[src/dpc_pkg.sv]
/*
  constants, register map and bus, pad and pin types for the dual port pin controller.
  assumes a 200 MHz ref_clk, an APB master with 32-bit data and static configuration-word inputs.
*/
package dpc_pkg;
  // register byte offsets
  localparam logic [7:0] OFS_FIRST_DATA = 8'h00;
  localparam logic [7:0] OFS_SECOND_DATA = 8'h04;
  localparam logic [7:0] OFS_FIRST_DIR = 8'h08;
  localparam logic [7:0] OFS_SECOND_DIR = 8'h0c;
  localparam logic [7:0] OFS_FIRST_PH = 8'h10;
  localparam logic [7:0] OFS_SHARED_PL = 8'h14;
  localparam logic [7:0] OFS_SECOND_PH = 8'h18;
  localparam logic [7:0] OFS_SECOND_OD = 8'h1c;
  localparam logic [7:0] OFS_CHG_SEL = 8'h20;
  localparam logic [7:0] OFS_IRQ_FLAG = 8'h24;
  localparam logic [7:0] OFS_IRQ_EN = 8'h28;
  localparam logic [7:0] OFS_PWR_CTL = 8'h2c;
  localparam logic [7:0] OFS_IR_CTL = 8'h30;
  localparam logic [7:0] OFS_RD_TYPE = 8'h34;
  localparam logic [7:0] OFS_ALT_CTL = 8'h38;
  // field positions
  localparam int FLAG_CHG_BIT = 1;
  localparam int FLAG_EXT_BIT = 2;
  localparam int PWR_GLOBAL_BIT = 7;
  localparam int PWR_EXT_SEL_BIT = 6;
  localparam int PWR_EDGE_BIT = 0;
  localparam int IR_EN_BIT = 0;
  localparam int ALT_PWM1_BIT = 0;
  localparam int ALT_BZ1_BIT = 1;
  localparam int ALT_PWM2_BIT = 2;
  localparam int ALT_BZ2_BIT = 3;
  localparam int ALT_CMP_BIT = 4;
  localparam int ALT_T0SRC_BIT = 8;
  localparam int ALT_T0LOW_BIT = 9;
  localparam int ALT_T1SRC_BIT = 10;
  localparam int ALT_T2SRC_BIT = 11;
  // reset values: all pins start as inputs
  localparam logic [7:0] RST_DIR = 8'hff;
  localparam logic [7:0] RST_BYTE = 8'h00;
  // first port feature masks
  localparam logic [7:0] FIRST_PH_MASK = 8'hdf;
  // infrared carrier timing
  localparam longint CLK_HZ = 200_000_000;
  localparam longint IR_CARRIER_HZ = 38_000;
  localparam logic [11:0] IR_HALF_CYC = 12'(CLK_HZ / (2 * IR_CARRIER_HZ));

  typedef struct packed {
    logic psel;
    logic penable;
    logic pwrite;
    logic [7:0] paddr;
    logic [31:0] pwdata;
  } dpc_apb_req_s;
  typedef struct packed {
    logic [31:0] prdata;
    logic pready;
    logic pslverr;
  } dpc_apb_rsp_s;
  typedef struct packed {
    logic [7:0] dout;
    logic [7:0] oe;
    logic [7:0] pullHi;
    logic [7:0] pullLo;
    logic strongPull;
  } dpc_pad_s;
  typedef struct packed {
    logic resetPinEnable;
    logic crystalModeEnable;
    logic instrClkOutEnable;
    logic firstPortPullStrength;
    logic secondPortPullStrength;
  } dpc_cfg_s;
  typedef struct packed {
    logic pwmOne;
    logic buzzerOne;
    logic pwmTwo;
    logic buzzerTwo;
    logic cmpOut;
    logic instrClk;
  } dpc_alt_s;
endpackage : dpc_pkg

[src/dpc_pins.sv]
/*
  dual port pin controller: registers, pad drive, pulls, change and external interrupt
  flags, infrared carrier and alternate pin functions.
  assumes an APB master on ref_clk, pad inputs from the pins (asynchronous), alternate
  function signals from logic on ref_clk and configuration words that hold steady.
*/
`timescale 1ns/1ps
module dpc_pins (
  input wire logic ref_clk,
  input wire logic nrst,
  input wire dpc_pkg::dpc_apb_req_s apbReq,
  output dpc_pkg::dpc_apb_rsp_s apbRsp,
  input wire logic [7:0] firstPinIn,
  input wire logic [7:0] secondPinIn,
  input wire dpc_pkg::dpc_cfg_s cfg,
  input wire dpc_pkg::dpc_alt_s altIn,
  output dpc_pkg::dpc_pad_s firstPad,
  output dpc_pkg::dpc_pad_s secondPad,
  output logic irqReq,
  output logic extResetReq,
  output logic extTimerClkA,
  output logic extTimerClkB
);
  import dpc_pkg::*;

  // whole state of the block in one word
  typedef struct packed {
    logic [7:0] firstLat;      // first port output latch
    logic [7:0] secondLat;     // second port output latch
    logic [7:0] firstDir;      // 1 = input
    logic [7:0] secondDir;     // 1 = input
    logic [7:0] firstPh;       // pull-high, bit 5 is pa5 pull-low
    logic [7:0] sharedPl;      // pull-lows of both ports
    logic [7:0] secondPh;      // second port pull-high
    logic [7:0] secondOd;      // open-drain select
    logic [7:0] chgSel;        // change detect select
    logic [7:0] irqFlag;       // sticky flags
    logic [7:0] irqEn;         // flag enables
    logic [7:0] pwrCtl;        // global enable, ext select, edge
    logic [7:0] irCtl;         // carrier enable
    logic [15:0] rdType;       // 1 = read latch
    logic [15:0] altCtl;       // alternate function enables
    logic [7:0] firstS1;       // pin synchronisers, first stage
    logic [7:0] firstS2;
    logic [7:0] secondS1;
    logic [7:0] secondS2;
    logic [7:0] secondPrev;    // previous synced sample
    logic [11:0] irCnt;        // carrier half-period counter
    logic irCar;               // carrier level
    logic [31:0] rdData;       // read data captured at setup
    logic slvErr;              // unmapped address seen at setup
    dpc_pad_s padA;            // registered pad drive
    dpc_pad_s padB;
    logic irq;
    logic extRst;
    logic tclkA;
    logic tclkB;
  } dpc_state_s;

  dpc_state_s stateFf;
  dpc_state_s nxt_state;
  logic rstSync1Ff;  // reset release synchroniser
  logic rstSyncFf;
  logic chgHit;      // any selected pin changed this cycle
  logic extHit;      // selected edge on pb0 with ext select on
  logic [7:0] chgMask;

  // reset: asserted at once, released through two flops
  always_ff @(posedge ref_clk or negedge nrst) begin
    if (!nrst) begin
      rstSync1Ff <= 1'b0;
      rstSyncFf <= 1'b0;
    end else begin
      rstSync1Ff <= 1'b1;
      rstSyncFf <= rstSync1Ff;
    end
  end

  // next state of the whole block
  always_comb begin
    logic wrAcc;
    logic setup;
    logic hit;
    logic [7:0] wb;
    logic [31:0] rv;
    logic [7:0] forced;
    logic [7:0] altVal;
    logic [7:0] bVal;
    logic [7:0] bOut;
    logic [7:0] aOut;
    wrAcc = 1'b0;
    setup = 1'b0;
    hit = 1'b0;
    wb = 8'h00;
    rv = 32'h0000_0000;
    forced = 8'h00;
    altVal = 8'h00;
    bVal = 8'h00;
    bOut = 8'h00;
    aOut = 8'h00;
    nxt_state = stateFf;

    // pins pass two flops before anything reads them
    nxt_state.firstS1 = firstPinIn;
    nxt_state.firstS2 = stateFf.firstS1;
    nxt_state.secondS1 = secondPinIn;
    nxt_state.secondS2 = stateFf.secondS1;

    // change detect compares successive synced samples, every cycle
    nxt_state.secondPrev = stateFf.secondS2;
    // pb0 drops out of change detect while it serves the external interrupt
    chgMask = stateFf.chgSel & ~{7'h00, stateFf.pwrCtl[PWR_EXT_SEL_BIT]};
    chgHit = |((stateFf.secondS2 ^ stateFf.secondPrev) & chgMask);
    // edge bit 1 = falling, 0 = rising
    if (stateFf.pwrCtl[PWR_EDGE_BIT]) begin
      extHit = stateFf.secondPrev[0] & ~stateFf.secondS2[0];
    end else begin
      extHit = ~stateFf.secondPrev[0] & stateFf.secondS2[0];
    end
    extHit = extHit & stateFf.pwrCtl[PWR_EXT_SEL_BIT];

    // apb write takes effect on the access edge; zero wait states
    wrAcc = apbReq.psel & apbReq.penable & apbReq.pwrite;
    setup = apbReq.psel & ~apbReq.penable;
    wb = apbReq.pwdata[7:0];
    if (wrAcc) begin
      if (apbReq.paddr == OFS_FIRST_DATA) begin
        nxt_state.firstLat = wb;
      end else if (apbReq.paddr == OFS_SECOND_DATA) begin
        nxt_state.secondLat = wb;
      end else if (apbReq.paddr == OFS_FIRST_DIR) begin
        nxt_state.firstDir = wb;
      end else if (apbReq.paddr == OFS_SECOND_DIR) begin
        nxt_state.secondDir = wb;
      end else if (apbReq.paddr == OFS_FIRST_PH) begin
        nxt_state.firstPh = wb;
      end else if (apbReq.paddr == OFS_SHARED_PL) begin
        nxt_state.sharedPl = wb;
      end else if (apbReq.paddr == OFS_SECOND_PH) begin
        nxt_state.secondPh = wb;
      end else if (apbReq.paddr == OFS_SECOND_OD) begin
        nxt_state.secondOd = wb;
      end else if (apbReq.paddr == OFS_CHG_SEL) begin
        nxt_state.chgSel = wb;
      end else if (apbReq.paddr == OFS_IRQ_FLAG) begin
        // writing 0 clears a flag, writing 1 leaves it
        nxt_state.irqFlag = stateFf.irqFlag & wb;
      end else if (apbReq.paddr == OFS_IRQ_EN) begin
        nxt_state.irqEn = wb;
      end else if (apbReq.paddr == OFS_PWR_CTL) begin
        nxt_state.pwrCtl = wb;
      end else if (apbReq.paddr == OFS_IR_CTL) begin
        nxt_state.irCtl = wb;
      end else if (apbReq.paddr == OFS_RD_TYPE) begin
        nxt_state.rdType = apbReq.pwdata[15:0];
      end else if (apbReq.paddr == OFS_ALT_CTL) begin
        nxt_state.altCtl = apbReq.pwdata[15:0];
      end
    end
    // hardware set wins over a software clear in the same cycle
    if (chgHit) begin
      nxt_state.irqFlag[FLAG_CHG_BIT] = 1'b1;
    end
    if (extHit) begin
      nxt_state.irqFlag[FLAG_EXT_BIT] = 1'b1;
    end

    // read data is captured in the setup cycle so prdata comes from a flop
    hit = 1'b1;
    if (apbReq.paddr == OFS_FIRST_DATA) begin
      rv = {24'h00_0000, (stateFf.rdType[7:0] & stateFf.firstLat) |
            (~stateFf.rdType[7:0] & stateFf.firstS2)};
    end else if (apbReq.paddr == OFS_SECOND_DATA) begin
      rv = {24'h00_0000, (stateFf.rdType[15:8] & stateFf.secondLat) |
            (~stateFf.rdType[15:8] & stateFf.secondS2)};
    end else if (apbReq.paddr == OFS_FIRST_DIR) begin
      rv = {24'h00_0000, stateFf.firstDir};
    end else if (apbReq.paddr == OFS_SECOND_DIR) begin
      rv = {24'h00_0000, stateFf.secondDir};
    end else if (apbReq.paddr == OFS_FIRST_PH) begin
      rv = {24'h00_0000, stateFf.firstPh};
    end else if (apbReq.paddr == OFS_SHARED_PL) begin
      rv = {24'h00_0000, stateFf.sharedPl};
    end else if (apbReq.paddr == OFS_SECOND_PH) begin
      rv = {24'h00_0000, stateFf.secondPh};
    end else if (apbReq.paddr == OFS_SECOND_OD) begin
      rv = {24'h00_0000, stateFf.secondOd};
    end else if (apbReq.paddr == OFS_CHG_SEL) begin
      rv = {24'h00_0000, stateFf.chgSel};
    end else if (apbReq.paddr == OFS_IRQ_FLAG) begin
      rv = {24'h00_0000, stateFf.irqFlag};
    end else if (apbReq.paddr == OFS_IRQ_EN) begin
      rv = {24'h00_0000, stateFf.irqEn};
    end else if (apbReq.paddr == OFS_PWR_CTL) begin
      rv = {24'h00_0000, stateFf.pwrCtl};
    end else if (apbReq.paddr == OFS_IR_CTL) begin
      rv = {24'h00_0000, stateFf.irCtl};
    end else if (apbReq.paddr == OFS_RD_TYPE) begin
      rv = {16'h0000, stateFf.rdType};
    end else if (apbReq.paddr == OFS_ALT_CTL) begin
      rv = {16'h0000, stateFf.altCtl};
    end else begin
      hit = 1'b0;
    end
    if (setup) begin
      nxt_state.rdData = rv;
      nxt_state.slvErr = ~hit;
    end

    // infrared carrier: free divider while enabled, parked low otherwise
    if (stateFf.irCtl[IR_EN_BIT]) begin
      if (stateFf.irCnt == IR_HALF_CYC - 12'h001) begin
        nxt_state.irCnt = 12'h000;
        nxt_state.irCar = ~stateFf.irCar;
      end else begin
        nxt_state.irCnt = stateFf.irCnt + 12'h001;
      end
    end else begin
      nxt_state.irCnt = 12'h000;
      nxt_state.irCar = 1'b0;
    end

    // second port alternate functions; routed pins become outputs on their own
    forced[6] = stateFf.altCtl[ALT_PWM1_BIT] | stateFf.altCtl[ALT_CMP_BIT];
    forced[7] = stateFf.altCtl[ALT_BZ1_BIT];
    forced[4] = stateFf.altCtl[ALT_PWM2_BIT];
    forced[5] = stateFf.altCtl[ALT_BZ2_BIT];
    forced[1] = stateFf.irCtl[IR_EN_BIT];
    // comparator takes pb6 ahead of pwm one
    altVal[6] = stateFf.altCtl[ALT_CMP_BIT] ? altIn.cmpOut : altIn.pwmOne;
    altVal[7] = altIn.buzzerOne;
    altVal[4] = altIn.pwmTwo;
    altVal[5] = altIn.buzzerTwo;
    altVal[1] = stateFf.irCar;
    bVal = (forced & altVal) | (~forced & stateFf.secondLat);
    bOut = ~stateFf.secondDir | forced;
    nxt_state.padB.dout = bVal;
    // open-drain pins only ever pull low
    nxt_state.padB.oe = bOut & ~(stateFf.secondOd & bVal);
    nxt_state.padB.pullHi = stateFf.secondPh & ~bOut;
    // pb7..pb4 carry no pull-low
    nxt_state.padB.pullLo = {4'h0, stateFf.sharedPl[7:4]} & ~bOut;
    nxt_state.padB.strongPull = cfg.secondPortPullStrength;

    // first port: pa5 open-drain always, no open-drain elsewhere
    aOut = ~stateFf.firstDir;
    nxt_state.padA.dout = stateFf.firstLat;
    nxt_state.padA.oe = aOut & ~{2'b00, stateFf.firstLat[5], 5'b0_0000};
    nxt_state.padA.pullHi = stateFf.firstPh & FIRST_PH_MASK & ~aOut;
    nxt_state.padA.pullLo = {2'b00, stateFf.firstPh[5], 1'b0, stateFf.sharedPl[3:0]} & ~aOut;
    nxt_state.padA.strongPull = cfg.firstPortPullStrength;
    if (cfg.resetPinEnable) begin
      // pa5 is a pure reset input then
      nxt_state.padA.oe[5] = 1'b0;
      nxt_state.padA.dout[5] = 1'b0;
    end
    if (cfg.crystalModeEnable) begin
      // crystal owns pa7/pa6: no drive, no pulls
      nxt_state.padA.oe[7:6] = 2'b00;
      nxt_state.padA.dout[7:6] = 2'b00;
      nxt_state.padA.pullHi[7:6] = 2'b00;
    end else if (cfg.instrClkOutEnable) begin
      nxt_state.padA.oe[7] = 1'b1;
      nxt_state.padA.dout[7] = altIn.instrClk;
      nxt_state.padA.pullHi[7] = 1'b0;
    end

    // side signals; the reset pin level is read only after synchronising
    nxt_state.extRst = cfg.resetPinEnable & ~stateFf.firstS2[5];
    nxt_state.tclkA = stateFf.firstS2[4] &
      ((stateFf.altCtl[ALT_T0SRC_BIT] & ~stateFf.altCtl[ALT_T0LOW_BIT]) |
       stateFf.altCtl[ALT_T1SRC_BIT]);
    nxt_state.tclkB = stateFf.secondS2[3] & stateFf.altCtl[ALT_T2SRC_BIT];
    nxt_state.irq = stateFf.pwrCtl[PWR_GLOBAL_BIT] &
      |(stateFf.irqFlag & stateFf.irqEn & 8'h06);
  end

  // one register stage for the whole block
  always_ff @(posedge ref_clk or negedge rstSyncFf) begin
    if (!rstSyncFf) begin
      stateFf <= '0;
      stateFf.firstDir <= RST_DIR;
      stateFf.secondDir <= RST_DIR;
      stateFf.pwrCtl <= RST_BYTE;
    end else begin
      stateFf <= nxt_state;
    end
  end

  // outputs
  assign apbRsp.prdata = stateFf.rdData;
  assign apbRsp.pready = apbReq.psel & apbReq.penable;
  assign apbRsp.pslverr = apbReq.psel & apbReq.penable & stateFf.slvErr;
  assign firstPad = stateFf.padA;
  assign secondPad = stateFf.padB;
  assign irqReq = stateFf.irq;
  assign extResetReq = stateFf.extRst;
  assign extTimerClkA = stateFf.tclkA;
  assign extTimerClkB = stateFf.tclkB;

  // a selected change reaches the flag one edge later
  AST_CHG_SETS_FLAG: assert property (@(posedge ref_clk) disable iff (!rstSyncFf)
    chgHit |=> stateFf.irqFlag[FLAG_CHG_BIT])
    else $error("change did not set flag");

  // pb0 alone changing under ext select must not raise the change flag
  AST_EXT_PRIORITY: assert property (@(posedge ref_clk) disable iff (!rstSyncFf)
    stateFf.pwrCtl[PWR_EXT_SEL_BIT] && !stateFf.irqFlag[FLAG_CHG_BIT] &&
    ((stateFf.secondS2 ^ stateFf.secondPrev) == 8'h01) |=> !stateFf.irqFlag[FLAG_CHG_BIT])
    else $error("pb0 change flagged while ext select set");

  // interrupt request needs flag, enable and global enable, one edge apart
  AST_IRQ_GATING: assert property (@(posedge ref_clk) disable iff (!rstSyncFf)
    irqReq |-> $past(stateFf.pwrCtl[PWR_GLOBAL_BIT]) && ($past(stateFf.irqFlag & stateFf.irqEn) & 8'h06) != 8'h00)
    else $error("irq without flag and enables");

  // carrier toggles exactly at the half-period count
  AST_IR_TOGGLE: assert property (@(posedge ref_clk) disable iff (!rstSyncFf)
    stateFf.irCtl[IR_EN_BIT] && $past(stateFf.irCtl[IR_EN_BIT]) && stateFf.irCnt == 12'h000 &&
    $past(stateFf.irCnt) == IR_HALF_CYC - 12'h001 |-> stateFf.irCar != $past(stateFf.irCar))
    else $error("carrier missed its toggle");

  // pa5 never drives high
  AST_PA5_OPEN_DRAIN: assert property (@(posedge ref_clk) disable iff (!rstSyncFf)
    firstPad.oe[5] |-> !firstPad.dout[5])
    else $error("pa5 driven high");

  // no pull-high while a second port pin drives
  AST_PULL_ONLY_INPUT: assert property (@(posedge ref_clk) disable iff (!rstSyncFf)
    (secondPad.pullHi & secondPad.oe) == 8'h00)
    else $error("pull-high on driving pin");

  // routed buzzer one drives pb7 push-pull after one edge
  AST_FORCED_OUTPUT: assert property (@(posedge ref_clk) disable iff (!rstSyncFf)
    stateFf.altCtl[ALT_BZ1_BIT] && !stateFf.secondOd[7] |=> secondPad.oe[7])
    else $error("buzzer pin not forced to output");

  // timer two clock follows synced pb3 one edge later
  AST_TIMER_B_CLK: assert property (@(posedge ref_clk) disable iff (!rstSyncFf)
    stateFf.altCtl[ALT_T2SRC_BIT] |=> extTimerClkB == $past(stateFf.secondS2[3]))
    else $error("timer two clock wrong");

  // a low reset pin with the option on asks for reset
  AST_RESET_PIN: assert property (@(posedge ref_clk) disable iff (!rstSyncFf)
    cfg.resetPinEnable && !stateFf.firstS2[5] |=> extResetReq)
    else $error("reset pin ignored");
endmodule : dpc_pins

[config.mk]
export PLATFORM = sky130hd
export DESIGN_NAME = dpc_pins
export DESIGN_NICKNAME = d
export VERILOG_FILES = /design/src/dpc_pkg.sv /design/src/dpc_pins.sv
export SDC_FILE = /design/constraint.sdc
export NUM_CORES = 1
export LEC_CHECK = 0
export ABC_AREA = 1
export BUFFER_PORTS_ARGS = -buffer_cell sky130_fd_sc_hd__buf_4
export CAP_MARGIN = 10
export CORE_AREA = 10 10 182 184
export DETAILED_ROUTE_END_ITERATION = 16
export DIE_AREA = 0 0 192 194
export GPL_ROUTABILITY_DRIVEN = 0
export GPL_TIMING_DRIVEN = 0
export PLACE_DENSITY = 0.64
export SLEW_MARGIN = 20
export SYNTH_ARGS = -nofsm -noshare
export SYNTH_HDL_FRONTEND = slang
export SYNTH_SLANG_ARGS = --single-unit
export TNS_END_PERCENT = 100
[constraint.sdc]
create_clock -name ref_clk -period 8.5 [get_ports ref_clk]
set_input_delay 0.85 -clock ref_clk [delete_from_list [all_inputs] [get_ports ref_clk]]
set_output_delay 0.85 -clock ref_clk [all_outputs]
set_load 0.005 [all_outputs]
Yosys cells after proc, flatten, opt, wreduce, memory -nomap -nowiden
Index checks and enable logic that the tools add are counted.
{ "totals": {"output_inout_bits": 104, "ff_bits": 294, "inputBits": 72} }
{ "classes": {"n_eq_ne": 34, "reduce_logical": 24, "muxes": 69, "bitwise": 67, "addsub": 1} }
{ "ops": {"columns": ["cell", "n"], "rows": [
  ["59-bit 2-to-1 mux", 10],
  ["16-bit 2-to-1 mux", 18],
  ["8-bit AND", 14],
  ["8-bit inverter", 8],
  ["8-bit by 6-bit == test with 1-bit output, second input constant", 7],
  ["56-bit 2-to-1 mux", 1],
  ["48-bit 2-to-1 mux", 1],
  ["40-bit 2-to-1 mux", 1],
  ["2-bit inequality test, second input constant", 18],
  ["11-bit AND reduction", 3],
  ["8-bit by 5-bit == test with 1-bit output, second input constant", 4],
  ["32-bit 2-to-1 mux", 1],
  ["8-bit OR", 4],
  ["1-bit 2-to-1 mux", 31],
  ["8-bit 2-to-1 mux", 3],
  ["1-bit inverter", 21],
  ["8-bit by 4-bit == test with 1-bit output, second input constant", 2],
  ["16-bit AND reduction", 1],
  ["15-bit AND reduction", 1],
  ["14-bit AND reduction", 1],
  ["13-bit 2-to-1 mux", 1],
  ["13-bit AND reduction", 1],
  ["12-bit by 1-bit adder with 12-bit output, second input constant", 1],
  ["1-bit AND", 12],
  ["26 further kinds", 30]
]} }

Depth between registers and ports, before layout
Gate-level depths: netlist of the first run.
{ "depth": {"depth_word": 18, "mapped_depth": 16, "mapped_depth_nobuf": 15} }

Worst setup path after synthesis of the first run
No wires, ideal clock.
{ "synth_path": {"path_type": "input-to-reg", "start": "input apbReq[42] in the netlist's numbering", "end": "register stateFf[235] in the netlist's numbering", "arrival_ns": 2.075, "setup_time_ns": 0.127, "stages": 10, "slack_ns": 6.298, "required_ns": 8.373, "cell_sequence": "nand2_1 inv_1 nand2_1 nor2_8 inv_2 nor4_2 nand2_2 buf_6 nand2_1 o21ai_2"} }
{ "synth_lines": {"columns": ["element", "line", "text"], "rows": [
  ["from (decl)", "dpc_pins.sv:11", "input wire dpc_pkg::dpc_apb_req_s apbReq,"],
  ["to (signal assigned)", "dpc_pins.sv:286", "stateFf <= nxt_state;"],
  ["to (decl)", "dpc_pins.sv:60", "dpc_state_s stateFf;"]
]} }

Final worst setup path of the first run
{ "layout_path": {"start": "input apbReq[33] in the netlist's numbering", "end": "register stateFf, in the netlist apbRsp[7]"} }
{ "layout_between": {"elab_chain_len": 16, "word_cells_on_any_way": 30} }
{ "layout_lines": {"columns": ["element", "line", "text"], "rows": [
  ["8-bit by 6-bit == test with 1-bit output", "dpc_pins.sv:200", "end else if (apbReq.paddr == OFS_ALT_CTL) begin"],
  ["16-bit 2-to-1 mux", "dpc_pins.sv:200", null],
  ["16-bit 2-to-1 mux", "dpc_pins.sv:198", "end else if (apbReq.paddr == OFS_RD_TYPE) begin"],
  ["16-bit 2-to-1 mux", "dpc_pins.sv:196", "end else if (apbReq.paddr == OFS_IR_CTL) begin"],
  ["16-bit 2-to-1 mux", "dpc_pins.sv:194", "end else if (apbReq.paddr == OFS_PWR_CTL) begin"],
  ["16-bit 2-to-1 mux", "dpc_pins.sv:192", "end else if (apbReq.paddr == OFS_IRQ_EN) begin"],
  ["16-bit 2-to-1 mux", "dpc_pins.sv:190", "end else if (apbReq.paddr == OFS_IRQ_FLAG) begin"],
  ["16-bit 2-to-1 mux", "dpc_pins.sv:188", "end else if (apbReq.paddr == OFS_CHG_SEL) begin"],
  ["16-bit 2-to-1 mux", "dpc_pins.sv:186", "end else if (apbReq.paddr == OFS_SECOND_OD) begin"],
  ["16-bit 2-to-1 mux", "dpc_pins.sv:184", "end else if (apbReq.paddr == OFS_SECOND_PH) begin"],
  ["16-bit 2-to-1 mux", "dpc_pins.sv:182", "end else if (apbReq.paddr == OFS_SHARED_PL) begin"],
  ["16-bit 2-to-1 mux", "dpc_pins.sv:180", "end else if (apbReq.paddr == OFS_FIRST_PH) begin"],
  ["16-bit 2-to-1 mux", "dpc_pins.sv:178", "end else if (apbReq.paddr == OFS_SECOND_DIR) begin"],
  ["16-bit 2-to-1 mux", "dpc_pins.sv:176", "end else if (apbReq.paddr == OFS_FIRST_DIR) begin"],
  ["16-bit 2-to-1 mux", "dpc_pins.sv:173", "end else if (apbReq.paddr == OFS_SECOND_DATA) begin"],
  ["16-bit 2-to-1 mux *", "dpc_pins.sv:170", "if (apbReq.paddr == OFS_FIRST_DATA) begin"]
]} }
Every way passes the cells marked *; elsewhere a longest branch is shown, timed or not.
A chain may end at the register's enable or synchronous reset.

==> results by group, run 1 <==
Outcome
  – Outcome: finished clean

Synthesis
  – Synth top cells by count: nand2_1, dfrtp_1, o21ai_0
  – Synth top area share: 54.4%
  – Seq/Total Area, Yosys: 58.0%
  – Mean Syn Cell Area: 9.10 um^2
  – Leading post-synthesis cells by cell area: dfrtp_1, nand2_1, buf_4, o21ai_0, inv_1
  – FF+latch count, synth: 270
  – Yosys cell types: 40
  – Syn Std Cell Area: 0.0117 mm^2
  – Synth Flop Type: dfrtp_1
  – Number of flops mapped to enable cells by yosys: 0
  – Cell taking the most area after synthesis: dfrtp_1
  – Asr flop ratio synth: 100%
  – Most frequent cell after synthesis: nand2_1
  – Mapped Cells: 1284
  – YS warnings: 0

Clock network
  – Reg clk slew, reported paths: 0.06 ns
  – Cts repair resizes: 0
  – Clock Latency Late Sink: 0.55 ns
  – Clock sink count: 270
  – Maximum clock insertion buffer count: 3
  – Hold Buf Count CTS: 0
  – Setup bufs post-CTS: 0
  – Root Buffer: clkbuf_16
  – Num CTS Buffers: 29
  – CTS tree: yes
  – H-Tree Depth: 1

Die
  – Ports: 176
  – Core footprint: 0.0294 mm^2
  – Rows: 63
  – Die Width: 192 um
  – Initial core utilization: 39.7%
  – DIE AREA: 0.0372 mm^2
  – Die height: 194 um

Route
  – First-pass DRT Iterations: 5
  – Via/cell ratio: 4.79
  – Initial DRC count: 826
  – Vias: 9061
  – Total Routed Length: 33.3 mm
  – DRC Markers: 0
  – Post-DRT Antenna Nets: 0
  – Routed len/inst: 17.6 um

Critical path
  – Critical path launch point: apbReq[33]
  – Kind of critical path: in2reg
  – Startpoint Class: input port
  – Crit path max fanout: 10
  – Crit. End Element: register
  – Reg-to-Reg Start: stateFf[104]
  – Worst endpoint data arrival time: 3.04 ns
  – CP required: 8.98 ns

Global routing
  – GR Util met1: 23.5%
  – GRT busiest layer: met2
  – Met2 Usage GRT: 28.0%
  – Number of global-route vias before repair: 9045
  – First-pass GRT wire length: 51.9 mm
  – GRT met3 Usage: 3.96%
  – Initial antenna violation count: 1
  – GRT Resource Usage Total: 17.8%
  – GRT Residual Overflow: 0
  – Largest net degree at the start of global routing: 60

STA
  – Achievable Freq: 390 MHz
  – Final min period: 2.56 ns
  – Final setup vio count: 0
  – Final hold violations: 0
  – Final Max Tran Viols: 0
  – Setup TNS: 0 ns
  – Max-slew headroom: 43.4%
  – Worst Tran Pin Value: 0.849 ns
  – Clock Skews: 0.0167 ns
  – RSZ-0062 raised after global routing: false
  – Hold_ws: 0.0679 ns
  – Final period utilization: 30.2%
  – Setup WS post-layout: 5.94 ns

Placed design
  – Final HPWL DP: 25.0 mm
  – Buffers on Ports: 135
  – Dpl cell area: 0.0134 mm^2
  – Setup WS pre-CTS: 5.42 ns

Final layout
  – Filler cells: 2790
  – Fin area: 0.0144 mm^2
  – Nets@finish: 1554
  – Area growth, synth to finish: 23.6%
  – Share of cells above drive strength 1: 24.1%

Pwr
  – Maximum VDD drop: 0.129 mV
  – Lkg Pwr: 7.13 nW
  – Final Power: 2.83 mW
  – Pwr dens: 196 mW/mm^2

Hold path
  – Worst Hold Class: in2async

Job
  – Max_cap viols: 0
critical path: stages:
cell	delay [ns]
buf_4	0.11
nor2_1	0.40
nand3_1	0.26
nor2_1	0.29
buf_4	0.24
nand2_1	0.08
nand3_1	0.11
nor2_1	0.08
nand4_1	0.13
nand2_1	0.11
nand3_1	0.08
nand2_1	0.09
nand2_1	0.10
nand2_1	0.06
nand2_1	0.05
flip-flops by register name, summed over array words and instances, names as in the netlist:
name and flops:
stateFf 161, firstPad 29, nxt_state 29, secondPad 29, apbRsp 16, extResetReq 1, extTimerClkA 1, extTimerClkB 1
irqReq 1, rstSync1Ff 1, rstSyncFf 1
cells by family (layout without fill, tap and decap cells):
kind of cell	count (synthesis)	after routing	share of synthesized area, %
flops	270	270	58.0
fa+ha+maj	4	4	0.429
other cells	2	26	0.0643
mux	2	2	0.193
compound gates	235	235	11.3
buf+inv	269	462	12.2
simple gates	502	502	17.8
where the power goes:
| part | internal, mW | total, mW | switching, mW |
|---|---|---|---|
| Combinational | 0.0582 | 0.144 | 0.0857 |
| Clock | 0.824 | 1.35 | 0.531 |
| Sequential | 1.31 | 1.33 | 0.0206 |
| Total | 2.19 | 2.83 | 0.637 |
area by class of cell:
cell class | instances | area, um^2 | area share, %
Antenna cell | 1 | 2.50 | 0.0173
Buffer | 132 | 915 | 6.34
Clock buffer | 35 | 798 | 5.53
Clock inverter | 18 | 241 | 1.67
Inverter | 137 | 514 | 3.56
Multi-Input combinational cell | 768 | 3560 | 24.7
Sequential cell | 270 | 6780 | 47.0
Tap cell | 390 | 488 | 3.38
Timing Repair Buffer | 140 | 1140 | 7.87
metal layers:
metal,vias to the layer above,part of all wire (%)
li1,4355,-
met1,4269,42
met4,0,3.3
met5,-,0
met3,69,8.8
met2,368,46
worst paths after layout:
check                      slack (ns)  cells past startpoint        endpoint
max                              5.94                     15       apbRsp[7]
min                              0.07                      1       rstSyncFf
max reg2reg                      6.67                     11    stateFf[114]
min reg2reg                      0.27                      0  nxt_state[127]
max in group asynchronous        6.91                      3    stateFf[261]
min in group ref_clk             0.34                      0  nxt_state[122]
cell usage in the layout (no fill, tap or decap), types with 16 or more instances in the layout:
cell and n:
a21oi_1 45, buf_4 236, clkbuf_1 25, clkbuf_16 29, conb_1 25, dfrtp_1 253
dfstp_2 16, inv_1 134, nand2_1 355, nand3_1 25, nor2_1 72, o21ai_0 143
o21ai_2 16
through the flow:
step,util (%),std cells
5_1_grt,49.1,1890
3_5_place_dp,45.6,1837
6_report,49.1,1891
2_1_floorplan,-,1307
3_3_place_gp,45.1,1832
4_1_cts,49.1,1890
No activity file was read; power rests on OpenSTA's default activity.
==> run 2: changes to the inputs <==
- ABC_AREA: 1 -> 0
- CORE_AREA: 10 10 182 184 -> 10 10 185 187
- DIE_AREA: 0 0 192 194 -> 0 0 195 197
- clock period: 8.5 -> 2.1 ns (I/O delays scaled with it)
==> results by group, run 2 <==
Pwr
  – Clock share of power: 45.1% (-2.7 points)
  – Pwr dens: 743 mW/mm^2 (+280%)
  – Internal: 8.76 mW (+300%)
  – Flop pwr share: 47.6% (+0.5 points)
  – Lkg Pwr: 7.26 nW (+1.9%)
  – Maximum VDD drop: 0.513 mV (+300%)
  – Combinational group share of total power: 7.3% (+2.2 points)
  – Psw: 2.62 mW (+310%)
  – Switching Fraction: 23.0% (+0.54 points)
  – Final Power: 11.4 mW (+300%)

Job
  – Max_cap viols: 0 (unchanged)

Die
  – DIE AREA: 0.0384 mm^2 (+3.1%)
  – Rows: 64 (+1.6%)
  – Die Width: 195 um (+1.6%)
  – Core footprint: 0.0304 mm^2 (+3.5%)
  – Ports: 176 (unchanged)
  – Die height: 197 um (+1.5%)
  – Initial core utilization: 39.7% (about the same)

Placed design
  – Setup WS pre-CTS: -0.984 ns (-6.40 ns)
  – Final HPWL DP: 26.2 mm (+5.0%)
  – Buffers on Ports: 133 (-1.5%)
  – Dpl cell area: 0.0138 mm^2 (+3.1%)

STA
  – Achievable Freq: 473 MHz
  – RSZ-0062 raised after global routing: false
  – Max-slew headroom: 42.1% (-1.3 points)
  – Final setup vio count: 1 (+1)
  – Final hold violations: 0 (unchanged)
  – Worst Tran Pin Value: 0.868 ns (+0.0189 ns)
  – Hold_ws: 0.0729 ns (+0.00505 ns)
  – Final Max Tran Viols: 0 (unchanged)
  – Final min period: 2.11 ns
  – Final period utilization: 101%
  – Clock Skews: 0.0192 ns (+0.00244 ns)
  – Setup WS post-layout: -0.0127 ns (-5.95 ns)

Critical path
  – Worst endpoint data arrival time: 2.54 ns (-0.50 ns)
  – Worst path depth: 9 (-6)
  – Worst path bufs/invs: 4 (+2)
  – CP required: 2.53 ns (-6.45 ns)
  – Startpoint Class: input port
  – Worst stage delay on the critical path: 0.58 ns (+0.18 ns)
  – Worst-path cell chain: buf_4 > buf_2 > buf_2 > clkinv_1 > o2bb2ai_1 > a22oi_1 > o21ai_0 > a21oi_1 > o21ai_0
  – Kind of critical path: in2reg
  – Crit path max-delay family: buffers and inverters
  – Slowest-stage cell, CP: clkinv_1
  – R2R depth: 4 (-7)
  – Crit path max fanout: 10 (unchanged)
  – Crit. End Element: register

Synthesis
  – Leading post-synthesis cells by cell area: dfrtp_1, mux2_2, buf_4, dfstp_2, a21oi_1
  – Synth Flop Type: dfrtp_1
  – Cell taking the most area after synthesis: dfrtp_1
  – Synth top cells by count: dfrtp_1, mux2_2, buf_4
  – Syn Std Cell Area: 0.0121 mm^2 (+3.5%)
  – FF+latch count, synth: 270 (unchanged)
  – Most frequent cell after synthesis: dfrtp_1
  – YS warnings: 0 (unchanged)
  – Synth top area share: 52.6% (-1.9 points)
  – Asr flop ratio synth: 100% (unchanged)
  – Yosys cell types: 70 (+75%)
  – Mapped Cells: 980 (-24%)
  – Mean Syn Cell Area: 12.3 um^2 (+36%)
  – Number of flops mapped to enable cells by yosys: 0 (unchanged)
  – Seq/Total Area, Yosys: 56.0% (-2.0 points)

Route
  – Via/cell ratio: 5.38 (+12%)
  – Total Routed Length: 37.6 mm (+13%)
  – Routed len/inst: 22.9 um (+30%)
  – DRC Markers: 0 (unchanged)
  – Post-DRT Antenna Nets: 0 (unchanged)
  – First-pass DRT Iterations: 5 (unchanged)
  – Initial DRC count: 725 (-12%)
  – Vias: 8836 (-2.5%)

Clock network
  – Root Buffer: clkbuf_16
  – Reg clk slew, reported paths: 0.06 ns (about the same)
  – CTS tree: yes
  – H-Tree Depth: 1 (unchanged)
  – Maximum clock insertion buffer count: 3 (unchanged)
  – Clock sink count: 270 (unchanged)
  – Clock Latency Late Sink: 0.56 ns (about the same)
  – Num CTS Buffers: 30 (+3.4%)

Final layout
  – Nets@finish: 1297 (-17%)
  – Most flop-heavy register: stateFf
  – Commonest non-fill, non-tap cell in the layout: dfrtp_1
  – Filler cells: 2712 (-2.8%)
  – Number of flip-flops in the largest register: 161 (unchanged)
  – Fin area: 0.0153 mm^2 (+6.0%)
  – Most frequent cells in the layout: dfrtp_1, buf_4, mux2_2, a21oi_1, nor2_1
  – Area growth, synth to finish: 26.6%
  – Share of cells above drive strength 1: 39.1% (+15 points)

Outcome
  – Failing checks: negative setup slack
  – Outcome: finished, violations left

Global routing
  – First-pass GRT wire length: 56.1 mm (+8.1%)
  – Largest net degree at the start of global routing: 58 (-3.3%)
  – GRT Residual Overflow: 0 (unchanged)
  – GRT Resource Usage Total: 18.8% (+1.0 points)
  – Initial antenna violation count: 3 (+2)
  – Number of global-route vias before repair: 9084 (+0.43%)

Hold path
  – Worst Hold Class: in2reg
  – Hold Crit Depth: 3
==> run 2: cell families after synthesis <==
kind of cell | share of synthesized area (%)
other | 0.0621
xor gates and xnor gates | 1.30
muxes | 15.1
and+or+nand+nor | 9.45
DFF | 56.0
buffers and inverters | 7.96
adders and majority gates | 0.414
AOI/OAI and AO/OA | 9.67
==> run 2: path summary, 6_finish.rpt <==
path	slack, ns	end	from
worst min-delay path	0.07	secondPad[31]	altIn[5]
worst min register to register	0.27	stateFf[143]	rstSyncFf
worst max-delay path	-0.01	apbRsp[3]	apbReq[34]
min in group asynchronous	0.27	stateFf[143]	rstSyncFf
worst max register to register	0.32	apbRsp[17]	rstSyncFf
max in group asynchronous	0.32	apbRsp[17]	rstSyncFf
==> run 2: area by class of cell <==
type                       instances  area, um^2  area share (%)
clock inverter                     5        53.8           0.351
inverter                          14        52.6           0.343
tap                              396         495            3.24
sequential                       270        6780            44.3
clock buffer                      50         917            5.99
antenna                            2        5.00          0.0327
buffer                           135         911            5.95
multi-input combinational        584        4500            29.4
timing repair buffer             186        1590            10.4
==> run 2: tightest hold or removal path, stage by stage <==
cell and delay, ns:
buf_4 0.11, mux2i_1 0.11, o21ai_0 0.12
==> run 2: timing repair <==
| action | 4_1_cts | 5_1_grt |
|---|---|---|
| hold buffers | 45 | 0 |
| pin swaps | 1 | 2 |
| buffers inserted | 1 | 2 |
| endpoints found under the hold margin | 90 | 0 |
| gates resized for setup | 3 | 7 |
| setup endpoints to repair | 32 | 44 |
| gates cloned | 0 | 0 |
==> run 2: power by group through the flow <==
stage	sequential [mW]	combinational, mW	clock (mW)
global placement	5.59	0.623	0
finish	5.41	0.835	5.13
floorplan	5.52	0.352	0
detailed placement	5.50	0.753	0
CTS	5.41	0.824	5.22
global route	5.42	0.900	5.44
==> run 2: through the flow <==
stage	util [%]	setup TNS, ns	std cells
2_1_floorplan	-	-149.54	1003
3_3_place_gp	44.9	-476.21	1532
3_5_place_dp	45.4	-60.15	1537
4_1_cts	50.1	0	1638
5_1_grt	50.3	0	1640
6_report	50.3	-0.0127	1642
==> run 2: layer usage <==
| layer | track usage, % | vias up | part of all wire, % |
|---|---|---|---|
| met2 | 28.9 | 467 | 44 |
| met5 | 1.53 | - | 0.23 |
| li1 | - | 3854 | - |
| met4 | 8.91 | 4 | 5.3 |
| met3 | 5.45 | 147 | 9.8 |
| met1 | 24.0 | 4364 | 40 |
==> run 3: changes to the inputs <==
- clock period: 2.1 -> 1.8 ns (I/O delays scaled with it)
==> results by group, run 3 (synthesis gave the netlist of run 2 again) <==
Outcome
  – Outcome: finished clean

Critical path
  – Reg2reg end: apbRsp[7]
  – Startpoint Class: input port
  – Worst-path cell chain: buf_4 > buf_2 > nor2b_2 > nand2_1 > nor2_1 > a22o_1 > a22o_1
  – Reg-to-Reg Start: stateFf[249]
  – R2R depth: 6 (+2)
  – Crit-path most repeated cell: a22o_1
  – Worst endpoint data arrival time: 2.24 ns (-0.30 ns)
  – Worst path bufs/invs: 2 (-2)
  – R2r setup slk: 0.20 ns (-0.12 ns)
  – Crit path max fanout: 10 (unchanged)
  – Worst stage delay on the critical path: 0.66 ns (+0.08 ns)
  – Kind of critical path: in2reg
  – Crit path max-delay family: simple AND/OR/NAND/NOR gates
  – Crit. End Element: register
  – Slowest-stage cell, CP: nor2_1
  – CP required: 2.28 ns (-0.25 ns)

Pwr
  – Maximum VDD drop: 0.797 mV (+55%)
  – Internal: 10.6 mW (+21%)
  – Final Power: 13.6 mW (+20%)
  – Flop pwr share: 46.2% (-1.4 points)
  – Clock share of power: 46.6% (+1.5 points)
  – Pwr dens: 882 mW/mm^2 (+19%)
  – Lkg Pwr: 7.34 nW (+1.0%)
  – Switching Fraction: 22.3% (-0.74 points)
  – Psw: 3.04 mW (+16%)
  – Combinational group share of total power: 7.2% (about the same)

STA
  – Achievable Freq: 569 MHz
  – Worst Tran Pin Value: 0.758 ns (-0.110 ns)
  – Final hold violations: 0 (unchanged)
  – Setup WS post-layout: 0.0428 ns (+0.0556 ns)
  – Clock Skews: 0.0130 ns (-0.00615 ns)
  – RSZ-0062 raised after global routing: false
  – Final min period: 1.76 ns
  – Final period utilization: 97.6%
  – Final Max Tran Viols: 0 (unchanged)
  – Max-slew headroom: 49.5% (+7.3 points)
  – Final setup vio count: 0 (-1)

Die
  – Die height: 197 um (unchanged)
  – Ports: 176 (unchanged)
  – Rows: 64 (unchanged)
  – DIE AREA: 0.0384 mm^2 (unchanged)
  – Core footprint: 0.0304 mm^2 (unchanged)
  – Die Width: 195 um (unchanged)
  – Initial core utilization: 39.7% (unchanged)

Route
  – First-pass DRT Iterations: 6 (+1)
  – Post-DRT Antenna Nets: 0 (unchanged)
  – Initial DRC count: 777 (+7.2%)
  – Vias: 8553 (-3.2%)
  – DRC Markers: 0 (unchanged)
  – Via/cell ratio: 5.22 (-3.0%)
  – Total Routed Length: 35.2 mm (-6.5%)
  – Routed len/inst: 21.4 um (-6.3%)

Final layout
  – Most frequent cells in the layout: dfrtp_1, buf_4, mux2_2, a21oi_1, nor2_1
  – Fin util: 50.9% (+0.54 points)
  – Filler cells: 2682 (-1.1%)
  – Share of cells above drive strength 1: 40.3% (+1.1 points)
  – Most flop-heavy register: stateFf
  – Register Area: 0.00678 mm^2 (unchanged)
  – Nets@finish: 1296 (-0.077%)
  – Area growth, synth to finish: 28.0%
  – Multi-input logic area: 0.00454 mm^2 (+0.95%)
  – Final cell count without fillers: 1639 (-0.18%)
  – Commonest non-fill, non-tap cell in the layout: dfrtp_1
  – Number of flip-flops in the largest register: 161 (unchanged)

Job
  – Max_cap viols: 0 (unchanged)

Clock network
  – Clock Latency Late Sink: 0.55 ns (about the same)
  – Num CTS Buffers: 29 (-3.3%)
  – Reg clk slew, reported paths: 0.06 ns (about the same)
  – CTS tree: yes
  – Clock sink count: 270 (unchanged)
  – H-Tree Depth: 1 (unchanged)
  – Maximum clock insertion buffer count: 3 (unchanged)
  – Root Buffer: clkbuf_16

Placed design
  – Final HPWL DP: 25.8 mm (-1.8%)
  – Setup WS pre-CTS: -0.877 ns (+0.107 ns)
  – DP Cell Count: 1537 (unchanged)
  – Buffers on Ports: 133 (unchanged)

Hold path
  – Worst Hold Class: in2reg
  – Hold Crit Depth: 3 (unchanged)
  – Worst Hold Launch: altIn[5]
  – Hold endpoint: secondPad[31]

Global routing
  – First-pass GRT wire length: 54.3 mm (-3.2%)
  – Initial antenna violation count: 1 (-2)
  – Number of global-route vias before repair: 8867 (-2.4%)
  – Largest net degree at the start of global routing: 58 (unchanged)
  – GRT Residual Overflow: 0 (unchanged)
  – GRT Resource Usage Total: 17.9% (-0.90 points)
==> run 3: cell types whose count changed in the layout (fill, tap and decap cells not counted), moves of 2 or more <==
cell        change
clkbuf_16       -2
clkbuf_2        +2
bufinv_16       +3
clkbuf_8        +4
mux2_2          -8
clkinv_2        +2
mux2_4          +8
clkinvlp_4      +2
clkbuf_1       -12
buf_2           -3
==> run 3: layout make-up <==
type	instances	area share, %
antenna	1	0.0162
buffer	135	6.06
clock buffer	42	5.72
clock inverter	11	1.04
inverter	14	0.364
multi-input combinational	584	29.4
sequential	270	43.8
tap	396	3.20
timing repair buffer	186	10.4
==> run 3: tightest hold or removal path: stages <==
cell and delay (ns):
buf_4 0.09, mux2i_1 0.06, o21ai_0 0.20
==> run 3: routing by layer <==
| layer | vias up | routed length [um] | part of all wire (%) | track usage [%] |
|---|---|---|---|---|
| li1 | 3864 | - | - | - |
| met3 | 91 | 3090 | 8.8 | 4.67 |
| met2 | 397 | 15500 | 44 | 27.1 |
| met1 | 4201 | 15300 | 43 | 24.2 |
| met5 | - | 0 | 0 | 0 |
| met4 | 0 | 1260 | 3.6 | 6.96 |
==> run 3: worst max path at each step <==
stage                           from      endpoint  slack [ns]  depth (start not counted)
after floorplan            rstSyncFf    apbRsp[10]       -0.89                          0
after global placement     rstSyncFf   firstPad[0]       -1.90                          0
after detailed placement  apbReq[35]  stateFf[180]       -0.88                          7
after CTS                 apbReq[36]  stateFf[222]        0.02                          6
after global routing       rstSyncFf  stateFf[261]        0.03                          3
final                     apbReq[35]    apbRsp[14]        0.04                          7
==> run 3: power by group through the flow <==
stage | Sequential [mW] | Clock, mW | Combinational, mW
finish | 6.31 | 6.36 | 0.978
global route | 6.32 | 6.77 | 1.06
CTS | 6.31 | 6.52 | 0.967
detailed placement | 6.42 | 0 | 0.881
global placement | 6.52 | 0 | 0.732
floorplan | 6.44 | 0 | 0.419
==> run 3: metrics by stage <==
stage	setup TNS [ns]	hold WS [ns]	area [um^2]
global placement	-563.12	-0.0368	13700
global route	0	0.0660	15500
CTS	0	0.0157	15400
finish	0	0.0309	15500
floorplan	-230.60	-0.116	12300
detailed placement	-74.76	-0.0351	13900
==> run 3: repair_timing <==
item,4_1_cts,5_1_grt
hold endpoints to repair,92,0
pin swaps,2,1
setup endpoints to repair,54,31
buffers inserted,2,1
hold buffers,45,0
resized for setup,6,10
